===== src/rtl/iop_pkg.sv =====
// Constants and carrier types of the I/O port register block.
// Assumes an 8-bit bus interface that qualifies accesses with a region select.
// Behaviour
// Peripheral mode register bit 7 set turns port A into a data buffer.
// In peripheral mode port A floats while neither select term is active.
// Selected: writes drive port A from bus data, reads return port A.
// Registers are reached by plain reads and writes at fixed region offsets.
// Register bit n controls or reports only pin n of its port.
// Mode, direction and drive select registers reset to all zeros.
// Ports A and B mode bit: 0 bus I/O, 1 latched address out.
// Direction bit 1 makes an output, 0 an input; all inputs after reset.
// Ports A to C drive when direction bit or enable term is one.
// Port D direction register holds only its three low bits.
// Drive bit 1 selects open drain on A/B bits 7-4 and all of C.
// Drive bit 1 selects fast slew on A/B bits 3-0 and D bits 2-0.
// Pin input register reads the live pin levels.
// Output latch stores written data, drives enabled pins, reads back.
// Output cell register reads cell outputs; writes load unmasked cells.
// Mask bit 1 blocks loads into its output cell; resets to 0.
// Input cells capture pins, feed the logic array, and read back.
// Enable status reads each driver state, 1 driving, 0 floating; the code reads port D as zero.
// Software sets mode and direction bits both for address output.
// Latched address output presents address bits 7-0 on port B.
package iop_pkg;
    localparam int         NPORT     = 4;
    localparam int         PW        = 8;
    localparam int         KIND_LSB  = 4;
    localparam int         PMODE_BIT = 7;
    localparam logic [3:0] K_IN      = 4'h0;
    localparam logic [3:0] K_LATCH   = 4'h1;
    localparam logic [3:0] K_DIR     = 4'h2;
    localparam logic [3:0] K_DRIVE   = 4'h3;
    localparam logic [3:0] K_MODE    = 4'h4;
    localparam logic [3:0] K_OCELL   = 4'h5;
    localparam logic [3:0] K_MASK    = 4'h6;
    localparam logic [3:0] K_ICELL   = 4'h7;
    localparam logic [3:0] K_OESTAT  = 4'h8;
    localparam logic [3:0] K_PMODE   = 4'h9;
    localparam logic [7:0] REG_RST   = 8'h00;
    localparam logic [7:0] ALL_ONES  = 8'hFF;
    // Index 0 is port A, index 3 is port D.
    localparam logic [0:3]      HAS_MODE  = 4'hC;
    localparam logic [0:3]      HAS_CELL  = 4'hE;
    localparam logic [0:3][7:0] PIN_MASK  = {8'hFF, 8'hFF, 8'hFF, 8'h07};
    localparam logic [0:3][7:0] OD_MASK   = {8'hF0, 8'hF0, 8'hFF, 8'h00};
    localparam logic [0:3][7:0] SLEW_MASK = {8'h0F, 8'h0F, 8'h00, 8'h07};

    typedef struct packed {
        logic       io_sel;
        logic       rd;
        logic       wr;
        logic [7:0] addr;
        logic [7:0] wdata;
    } iop_bus_t;

    typedef logic [0:3][7:0] iop_ports_t;
endpackage : iop_pkg


===== src/rtl/iop_port_regs.sv =====
// Four-port I/O configuration and data registers with peripheral buffer mode.
// Assumes bus strobes and logic-array terms are synchronous to mclk;
// pad inputs are asynchronous and are synchronised here.
`timescale 1ns/1ps
`default_nettype none
module iop_port_regs (
    // Clock and reset
    input  wire logic              mclk,
    input  wire logic              rstn,
    // Microcontroller bus
    input  wire iop_pkg::iop_bus_t bus_req,
    input  wire logic [7:0]        lat_addr,
    output logic [7:0]             bus_rdata,
    output logic                   bus_rdata_oe,
    // Logic array
    input  wire logic              periph_select_a,
    input  wire logic              periph_select_b,
    input  wire iop_pkg::iop_ports_t oe_term,
    input  wire iop_pkg::iop_ports_t cell_next,
    input  wire iop_pkg::iop_ports_t cell_update,
    input  wire logic              icell_strobe,
    output iop_pkg::iop_ports_t    output_cell,
    output iop_pkg::iop_ports_t    input_cell,
    // Pads
    input  wire iop_pkg::iop_ports_t pad_in,
    output iop_pkg::iop_ports_t    pad_out,
    output iop_pkg::iop_ports_t    pad_oe,
    output iop_pkg::iop_ports_t    fast_slew
);
    iop_pkg::iop_ports_t mode_r;
    iop_pkg::iop_ports_t dir_r;
    iop_pkg::iop_ports_t drv_r;
    iop_pkg::iop_ports_t latch_r;
    iop_pkg::iop_ports_t mask_r;
    iop_pkg::iop_ports_t ocell_r;
    iop_pkg::iop_ports_t icell_r;
    iop_pkg::iop_ports_t sync1_r;
    iop_pkg::iop_ports_t pin_r;
    iop_pkg::iop_ports_t pad_out_r;
    iop_pkg::iop_ports_t pad_oe_r;
    iop_pkg::iop_ports_t slew_r;
    logic [7:0]          pmode_r;
    logic [7:0]          rdata_r;
    logic                rdata_oe_r;

    iop_pkg::iop_ports_t drv_en;
    iop_pkg::iop_ports_t src;
    iop_pkg::iop_ports_t oe_nxt;
    iop_pkg::iop_ports_t out_nxt;
    iop_pkg::iop_ports_t ocell_nxt;
    logic [7:0]          rmux;

    wire logic [3:0] kind     = bus_req.addr[7:iop_pkg::KIND_LSB];
    wire logic [1:0] pidx     = bus_req.addr[1:0];
    wire logic       reg_wr   = bus_req.io_sel & bus_req.wr;
    wire logic       reg_rd   = bus_req.io_sel & bus_req.rd;
    wire logic       periph_on  = pmode_r[iop_pkg::PMODE_BIT];
    wire logic       psel_any   = periph_select_a | periph_select_b;
    wire logic       periph_act = periph_on & psel_any;

    function automatic logic hit(input logic [3:0] k, input logic [1:0] p,
                                 input logic [3:0] kk, input logic [1:0] pp);
        hit = (k == kk) && (p == pp);
    endfunction : hit

    // Only ports with cells have an enable term and an enable status register.
    function automatic logic has_oe_term(input int p);
        has_oe_term = iop_pkg::HAS_CELL[p];
    endfunction : has_oe_term

    genvar g;
    generate
        for (g = 0; g < iop_pkg::NPORT; g++) begin : g_port
            wire logic wsel = reg_wr & hit(kind, pidx, iop_pkg::K_OCELL, 2'(g));
            wire logic [7:0] cbase = (cell_update[g] & cell_next[g])
                                   | (~cell_update[g] & ocell_r[g]);
            // Direction or enable term; port D has no enable term.
            assign drv_en[g] = (dir_r[g] | (has_oe_term(g) ? oe_term[g] : '0))
                             & iop_pkg::PIN_MASK[g];
            // Mode 1 sends the latched address, mode 0 the output latch.
            assign src[g] = iop_pkg::HAS_MODE[g]
                          ? ((mode_r[g] & lat_addr) | (~mode_r[g] & latch_r[g]))
                          : latch_r[g];
            // An open-drain pin only pulls low, so a one releases the pad.
            assign oe_nxt[g] = drv_en[g] & ~(drv_r[g] & iop_pkg::OD_MASK[g] & src[g]);
            assign out_nxt[g] = src[g];
            // A bus write loads unmasked cells and wins over the array update.
            assign ocell_nxt[g] = !iop_pkg::HAS_CELL[g] ? '0
                                : wsel ? ((bus_req.wdata & ~mask_r[g]) | (cbase & mask_r[g]))
                                : cbase;
        end
    endgenerate

    // Kinds that a port lacks read zero, so software can probe which registers exist.
    always_comb begin
        case (kind)
            iop_pkg::K_IN:     rmux = pin_r[pidx];
            iop_pkg::K_LATCH:  rmux = latch_r[pidx];
            iop_pkg::K_DIR:    rmux = dir_r[pidx];
            iop_pkg::K_DRIVE:  rmux = drv_r[pidx];
            iop_pkg::K_MODE:   rmux = mode_r[pidx];
            iop_pkg::K_OCELL:  rmux = ocell_r[pidx];
            iop_pkg::K_MASK:   rmux = mask_r[pidx];
            iop_pkg::K_ICELL:  rmux = icell_r[pidx];
            iop_pkg::K_OESTAT: rmux = has_oe_term(pidx) ? drv_en[pidx] : '0;
            iop_pkg::K_PMODE:  rmux = (pidx == 2'h0) ? pmode_r : '0;
            default:           rmux = '0;
        endcase
    end

    // Pads cross two flops before anything reads them.
    // They carry no reset; the chain flushes within two cycles of release.
    always_ff @(posedge mclk) begin
        sync1_r <= pad_in;
        pin_r   <= sync1_r;
    end

    // Writes mask to implemented bits so unused bits read zero, except the peripheral mode register, which keeps all eight.
    always_ff @(posedge mclk) begin
        if (!rstn) begin
            mode_r  <= {4{iop_pkg::REG_RST}};
            dir_r   <= {4{iop_pkg::REG_RST}};
            drv_r   <= {4{iop_pkg::REG_RST}};
            latch_r <= {4{iop_pkg::REG_RST}};
            mask_r  <= {4{iop_pkg::REG_RST}};
            pmode_r <= iop_pkg::REG_RST;
        end else if (reg_wr) begin
            case (kind)
                iop_pkg::K_LATCH: latch_r[pidx] <= bus_req.wdata & iop_pkg::PIN_MASK[pidx];
                iop_pkg::K_DIR:   dir_r[pidx] <= bus_req.wdata & iop_pkg::PIN_MASK[pidx];
                iop_pkg::K_DRIVE: drv_r[pidx] <= bus_req.wdata
                    & (iop_pkg::OD_MASK[pidx] | iop_pkg::SLEW_MASK[pidx]);
                iop_pkg::K_MODE:  mode_r[pidx] <= iop_pkg::HAS_MODE[pidx]
                    ? bus_req.wdata : iop_pkg::REG_RST;
                iop_pkg::K_MASK:  mask_r[pidx] <= iop_pkg::HAS_CELL[pidx]
                    ? bus_req.wdata : iop_pkg::REG_RST;
                iop_pkg::K_PMODE: if (pidx == 2'h0) pmode_r <= bus_req.wdata;
                default: ;
            endcase
        end
    end

    // A bus write and an array update in one cycle: unmasked bits take the bus value.
    always_ff @(posedge mclk) begin
        if (!rstn) begin
            ocell_r <= '0;
            icell_r <= '0;
        end else begin
            ocell_r <= ocell_nxt;
            if (icell_strobe) begin
                for (int p = 0; p < iop_pkg::NPORT; p++) begin
                    icell_r[p] <= iop_pkg::HAS_CELL[p] ? pin_r[p] : '0;
                end
            end
        end
    end

    // Pad drivers are registered so the pads never see decode glitches.
    always_ff @(posedge mclk) begin
        if (!rstn) begin
            pad_out_r <= '0;
            pad_oe_r  <= '0;
            slew_r    <= '0;
        end else begin
            pad_out_r <= out_nxt;
            pad_oe_r  <= oe_nxt;
            for (int p = 0; p < iop_pkg::NPORT; p++) begin
                slew_r[p] <= drv_r[p] & iop_pkg::SLEW_MASK[p];
            end
            if (periph_on) begin
                // Buffer drives only on a selected write, else floats.
                pad_oe_r[0]  <= (periph_act & bus_req.wr) ? iop_pkg::ALL_ONES : '0;
                pad_out_r[0] <= bus_req.wdata;
            end
        end
    end

    // A peripheral read wins over a register read; software must not select both at once.
    always_ff @(posedge mclk) begin
        if (!rstn) begin
            rdata_r    <= '0;
            rdata_oe_r <= 1'b0;
        end else begin
            rdata_oe_r <= (periph_act & bus_req.rd) | reg_rd;
            if (periph_act & bus_req.rd) begin
                rdata_r <= pin_r[0];
            end else if (reg_rd) begin
                rdata_r <= rmux;
            end
        end
    end

    assign bus_rdata    = rdata_r;
    assign bus_rdata_oe = rdata_oe_r;
    assign output_cell  = ocell_r;
    assign input_cell   = icell_r;
    assign pad_out      = pad_out_r;
    assign pad_oe       = pad_oe_r;
    assign fast_slew    = slew_r;
endmodule : iop_port_regs
`default_nettype wire


===== config.mk =====
export PLATFORM = sky130hd
export DESIGN_NAME = iop_port_regs
export DESIGN_NICKNAME = d
export VERILOG_FILES = /design/src/rtl/iop_pkg.sv /design/src/rtl/iop_port_regs.sv
export SDC_FILE = /design/constraint.sdc
export NUM_CORES = 1
export LEC_CHECK = 0
export BUFFER_PORTS_ARGS = -buffer_cell sky130_fd_sc_hd__buf_2
export CAP_MARGIN = 20
export CORE_MARGIN = 2
export CORE_UTILIZATION = 54
export DETAILED_ROUTE_END_ITERATION = 8
export GPL_ROUTABILITY_DRIVEN = 0
export HOLD_SLACK_MARGIN = 0.08
export PLACE_DENSITY = 0.88
export SYNTH_ARGS = -nofsm -noshare
export SYNTH_HDL_FRONTEND = slang
export SYNTH_SLANG_ARGS = --single-unit

===== constraint.sdc =====
create_clock -name mclk -period 2.4 [get_ports mclk]
set_input_delay 0.24 -clock mclk [delete_from_list [all_inputs] [get_ports mclk]]
set_output_delay 0.24 -clock mclk [all_outputs]
set_load 0.1 [all_outputs]

# == Word-level counts from Yosys, hierarchy flattened ==
# Index checks and enable logic that the tools add are counted.
# word_totals
reg_bits,393
in_bits,160
word_cells,205
# classes
order_cmp,3
eq_ne,11
n_mux,65
n_bitwise,59
reduce_logical,13
# op_table
cell,count
$mux 8,37
$and 8x8->8,24
$bmux 8 s2,12
$bwmux 32,5
$or 8x8->8,12
$not 8->8,11
$pmux 8 s10,1
$ge 32x3->1 const B,1
$not 2->32,1
$demux 8 s2,1
$eq 4x3->1 const B,4
$reduce_and 2->1,5
$and 1x1->1,8
$eq 4x2->1 const B,2
$eq 4x4->1 const B,2
$bmux 1 s2,3
$mux 1,6
$eq 4x1->1 const B,1
$logic_and 1x1->1,4
$logic_not 4->1,1
$ge 3x3->1 const B,1
$lt 3x1->1 const B,1
$not 2->3,1
$reduce_and 3->1,1
other kinds (5),6

# == Longest topological paths before layout ==
# logic_depth
word_depth,8
depth_mapped,10
mapped_depth_nobuf,6

# == Worst setup path before layout ==
# OpenSTA, ideal clock, no wires.
# synth_path
path_type,reg2reg
from,"reg ocell_r, in the netlist output_cell[21]"
to,reg rdata_r[5] (netlist: bus_rdata[5])
t_arrival_ns,1.958
required_ns,2.320
path_slack_ns,0.362
path_stages_with_launch,7
synth_period_minus_slack_ns,2.038
cell_sequence,dfxtp_1 > mux2i_1 > nor2_1 > a21oi_1 > a2111oi_0 > nor2_1 > a211oi_2
# synth_via
elab_chain_len,6
# synth_lines
element,line_no,text
from (decl),iop_port_regs.sv:35,iop_pkg::iop_ports_t ocell_r;
from (signal assigned),iop_port_regs.sv:149,ocell_r <= ocell_nxt;
$bmux 8 s2,iop_port_regs.sv:102,iop_pkg::K_OCELL: rmux = ocell_r[pidx];
$mux 8 (implied by the code) (2 in series),iop_port_regs.sv:102,
$pmux 8 s10,iop_port_regs.sv:96,case (kind)
$mux 8,iop_port_regs.sv:187,end else if (reg_rd) begin
$mux 8,iop_port_regs.sv:185,if (periph_act & bus_req.rd) begin
to (signal assigned),iop_port_regs.sv:186,rdata_r <= pin_r[0];
to (signal assigned),iop_port_regs.sv:188,rdata_r <= rmux;
to (decl),iop_port_regs.sv:43,logic [7:0] rdata_r;
# No other way between the ends. The select of a mux whose other input is x is not followed.
# A chain may end at the register's enable or synchronous reset.

# == Worst setup path after layout ==
# layout_path
from,reg latch_r[9] in the netlist's numbering
to,reg rdata_r[1] (netlist: bus_rdata[1])
# layout_via
elab_chain_len,6
# layout_lines
element,line_no,text
from (decl),iop_port_regs.sv:33,iop_pkg::iop_ports_t latch_r;
from (signal assigned),iop_port_regs.sv:124,latch_r <= {4{iop_pkg::REG_RST}};
"from (signal, indexed assignment)",iop_port_regs.sv:129,iop_pkg::K_LATCH: latch_r[pidx] <= bus_req.wdata & iop_pkg::PIN_MASK[pidx];
$bmux 8 s2,iop_port_regs.sv:98,iop_pkg::K_LATCH: rmux = latch_r[pidx];
$mux 8 (implied by the code) (2 in series),iop_port_regs.sv:98,
$pmux 8 s10,iop_port_regs.sv:96,
$mux 8,iop_port_regs.sv:187,
$mux 8,iop_port_regs.sv:185,
# No other way between the ends. The select of a mux whose other input is x is not followed.

==> impl_metrics.yaml <==
timing:
  hold-worst-slack_ns: 0.0832
  rsz0062_at_grt: "false"
  relSlewSlack: 0.454
  fin_crit_sh: 0.803
  finalSetupViolations: 0
  clock_skew_ns: 0.00974
  tns_ns: 0
  period_minus_slack_ns: 1.93
  slew_violations: 0
  fmax_ghz: 0.519
  hold_viol_final: 0
  worst_slew_pin_slew_ns: 0.819
critical_path:
  start_kind: "flip-flop"
  crit_arrival_ns: 2.33
  crit_path_max_fanout: 4
  crit_type: "reg -> reg"
  cp.required_ns: 2.80
  cp-end-kind: "flip-flop"
routing:
  ant_nets: 0
  wl_per_cell_um: 23.2
  via_per_inst: 6.09
  dr_total_vias: 12982
  dr.pass1.iters: 7
  routed_wl_um: 49400
  drc: 0
  drt_iter0_markers: 2020
floorplan:
  initial_core_util: 0.545
  num_rows: 61
  core_mm2: 0.0276
  die_area_mm2: 0.0292
  die_h_um: 171
  io-pin-count: 329
  die_x_um: 171
global_routing:
  grt_pass1_wl_um: 72900
  grt_pass1_vias: 12553
  track_usage: 0.329
  grt.overflow.total: 0
  antenna_found_initial: 3
  grt_start_max_net_pins: 146
synthesis:
  synth_top_cell_by_area: "dfxtp_1"
  avgSynthCellArea_um2: 10.5
  yosysMostFrequentCell: "dfxtp_1"
  yosys-top-cells-area: "dfxtp_1 (48%), mux2i_1 (8.4%), mux4_2 (5.4%), and2_1 (4.5%), o21ai_0 (3.4%)"
  synth.distinct_cells: 71
  ys.flop_type: "dfxtp_1"
  yosysTopAreaCellShare: 0.477
  synthTopCellsByCount: "dfxtp_1 (359), mux2i_1 (126), nand2_1 (119)"
  synth_edf_count: 0
  synthCells: 1437
  synth_warnings: 0
  async_flop_share: 0
  synth-seq-area-share: 0.477
  synth.cell_area_mm2: 0.0151
  ys_ff_latch: 359
cells_and_area:
  layout.nets: 1889
  drive_gt1_frac: 0.254
  syn_to_final_growth_pct: 21.1
pwr:
  power.leakage_nw: 7.87
  ir_drop_v: 0.000504
  power.density_mw_per_mm2: 761
hold_path:
  hp-class: "in -> reg"
clocking:
  cts-root-buf: "clkbuf_16"
  ctsHoldBuffers: 45
  post-cts-setup-buffers: 0
  cts_resized: 0
  path_clk_slew_ns: 0.06
  cts_max_level: 2
  clk-insertion-delay-late_ns: 0.52
  cts_tree: "done"
  cts.sinks: 359
  cts_inserted_buffers: 36
  clk_path_buf_depth: 3
place:
  io_buffers: 260
  hpwlAfterDp_um: 33400
flow_run:
  maxCapViolations: 0
status:
  status: "complete, no violations"
worst max-delay path, cell delays in order (launching register included):
cell and delay, ns:
dfxtp_1 0.39, mux4_1 0.62, a22oi_1 0.29, nor3_1 0.09, a41oi_1 0.15, nor3b_2 0.20, nor3_2 0.07
cell families after synthesis:
| family | share of synthesized area |
|---|---|
| and+or+nand+nor | 0.166 |
| AOI/OAI and AO/OA | 0.129 |
| muxes | 0.167 |
| other | 0.000249 |
| DFF | 0.477 |
| buffers and inverters | 0.0596 |
cell type report:
cell class                 count  area, µm²
fill                        1951       9400
sequential                   359       7190
multi-input combinational    972       7120
timing repair buffer         358       2230
clock buffer                  49       1050
tap                          378        473
clock inverter                13        153
inverter                       2       7.51
antenna                        1       2.50
metrics by stage:
stage | cells | power (mW) | cell area, µm² | setup WS, ns | util
6_report | 2132 | 13.9 | 18200 | 0.472 | 0.660
5_1_grt | 2132 | 14.2 | 18200 | 0.387 | 0.660
4_1_cts | 2131 | 13.8 | 18200 | 0.537 | 0.660
3_5_place_dp | 2024 | 8.14 | 16600 | 0.226 | 0.600
3_3_place_gp | 2024 | 8.11 | 16600 | 0.231 | 0.600
2_1_floorplan | 1478 | 7.75 | 15200 | 0.362 | -
state kept, by name, indices dropped and copies added, names as in the netlist, 32 cells and up:
name and flops:
pad_out 32, pin_r 32, mask_r 32, drv_r 32, mode_r 32, sync1_r 32, latch_r 32, dir_r 32
routing by layer:
layer / part of all wire / track usage / up-vias / wire length (µm)
met5: 0 / 0 / - / 0
met4: 0.082 / 0.218 / 0 / 4070
met3: 0.12 / 0.0865 / 329 / 5810
met2: 0.45 / 0.521 / 1034 / 22300
met1: 0.35 / 0.396 / 6027 / 17200
li1: - / - / 5592 / -
report_power, final:
part	leakage, nW	total (mW)	internal, mW	switching (mW)
Sequential	2.93	6.19	6.10	0.0945
Combinational	4.34	1.94	0.469	1.48
Clock	0.593	5.74	3.40	2.34
Total	7.87	13.9	9.96	3.91
worst paths after layout:
check / from / to / slack (ns) / cells past startpoint
setup / recovery: latch_r[9] / bus_rdata[1] / 0.47 / 6
hold / removal: oe_term[26] / pad_oe[26] / 0.08 / 3
hold reg to reg: sync1_r[31] / pin_r[31] / 0.32 / 0
setup reg to reg: latch_r[9] / bus_rdata[1] / 0.47 / 6
cell usage in the layout (no fill, tap or decap), drive strengths merged, types with 49 or more instances in the layout:
cell type  synthesis  layout
buf               85     313
dfxtp            359     359
nor2b             79      79
mux4              49      49
mux2i            126     126
and2             110     110
nor2              66      66
nand2            119     119
clkbuf            59      49
o21ai            108     108
Power figures use the tool's default switching activity.
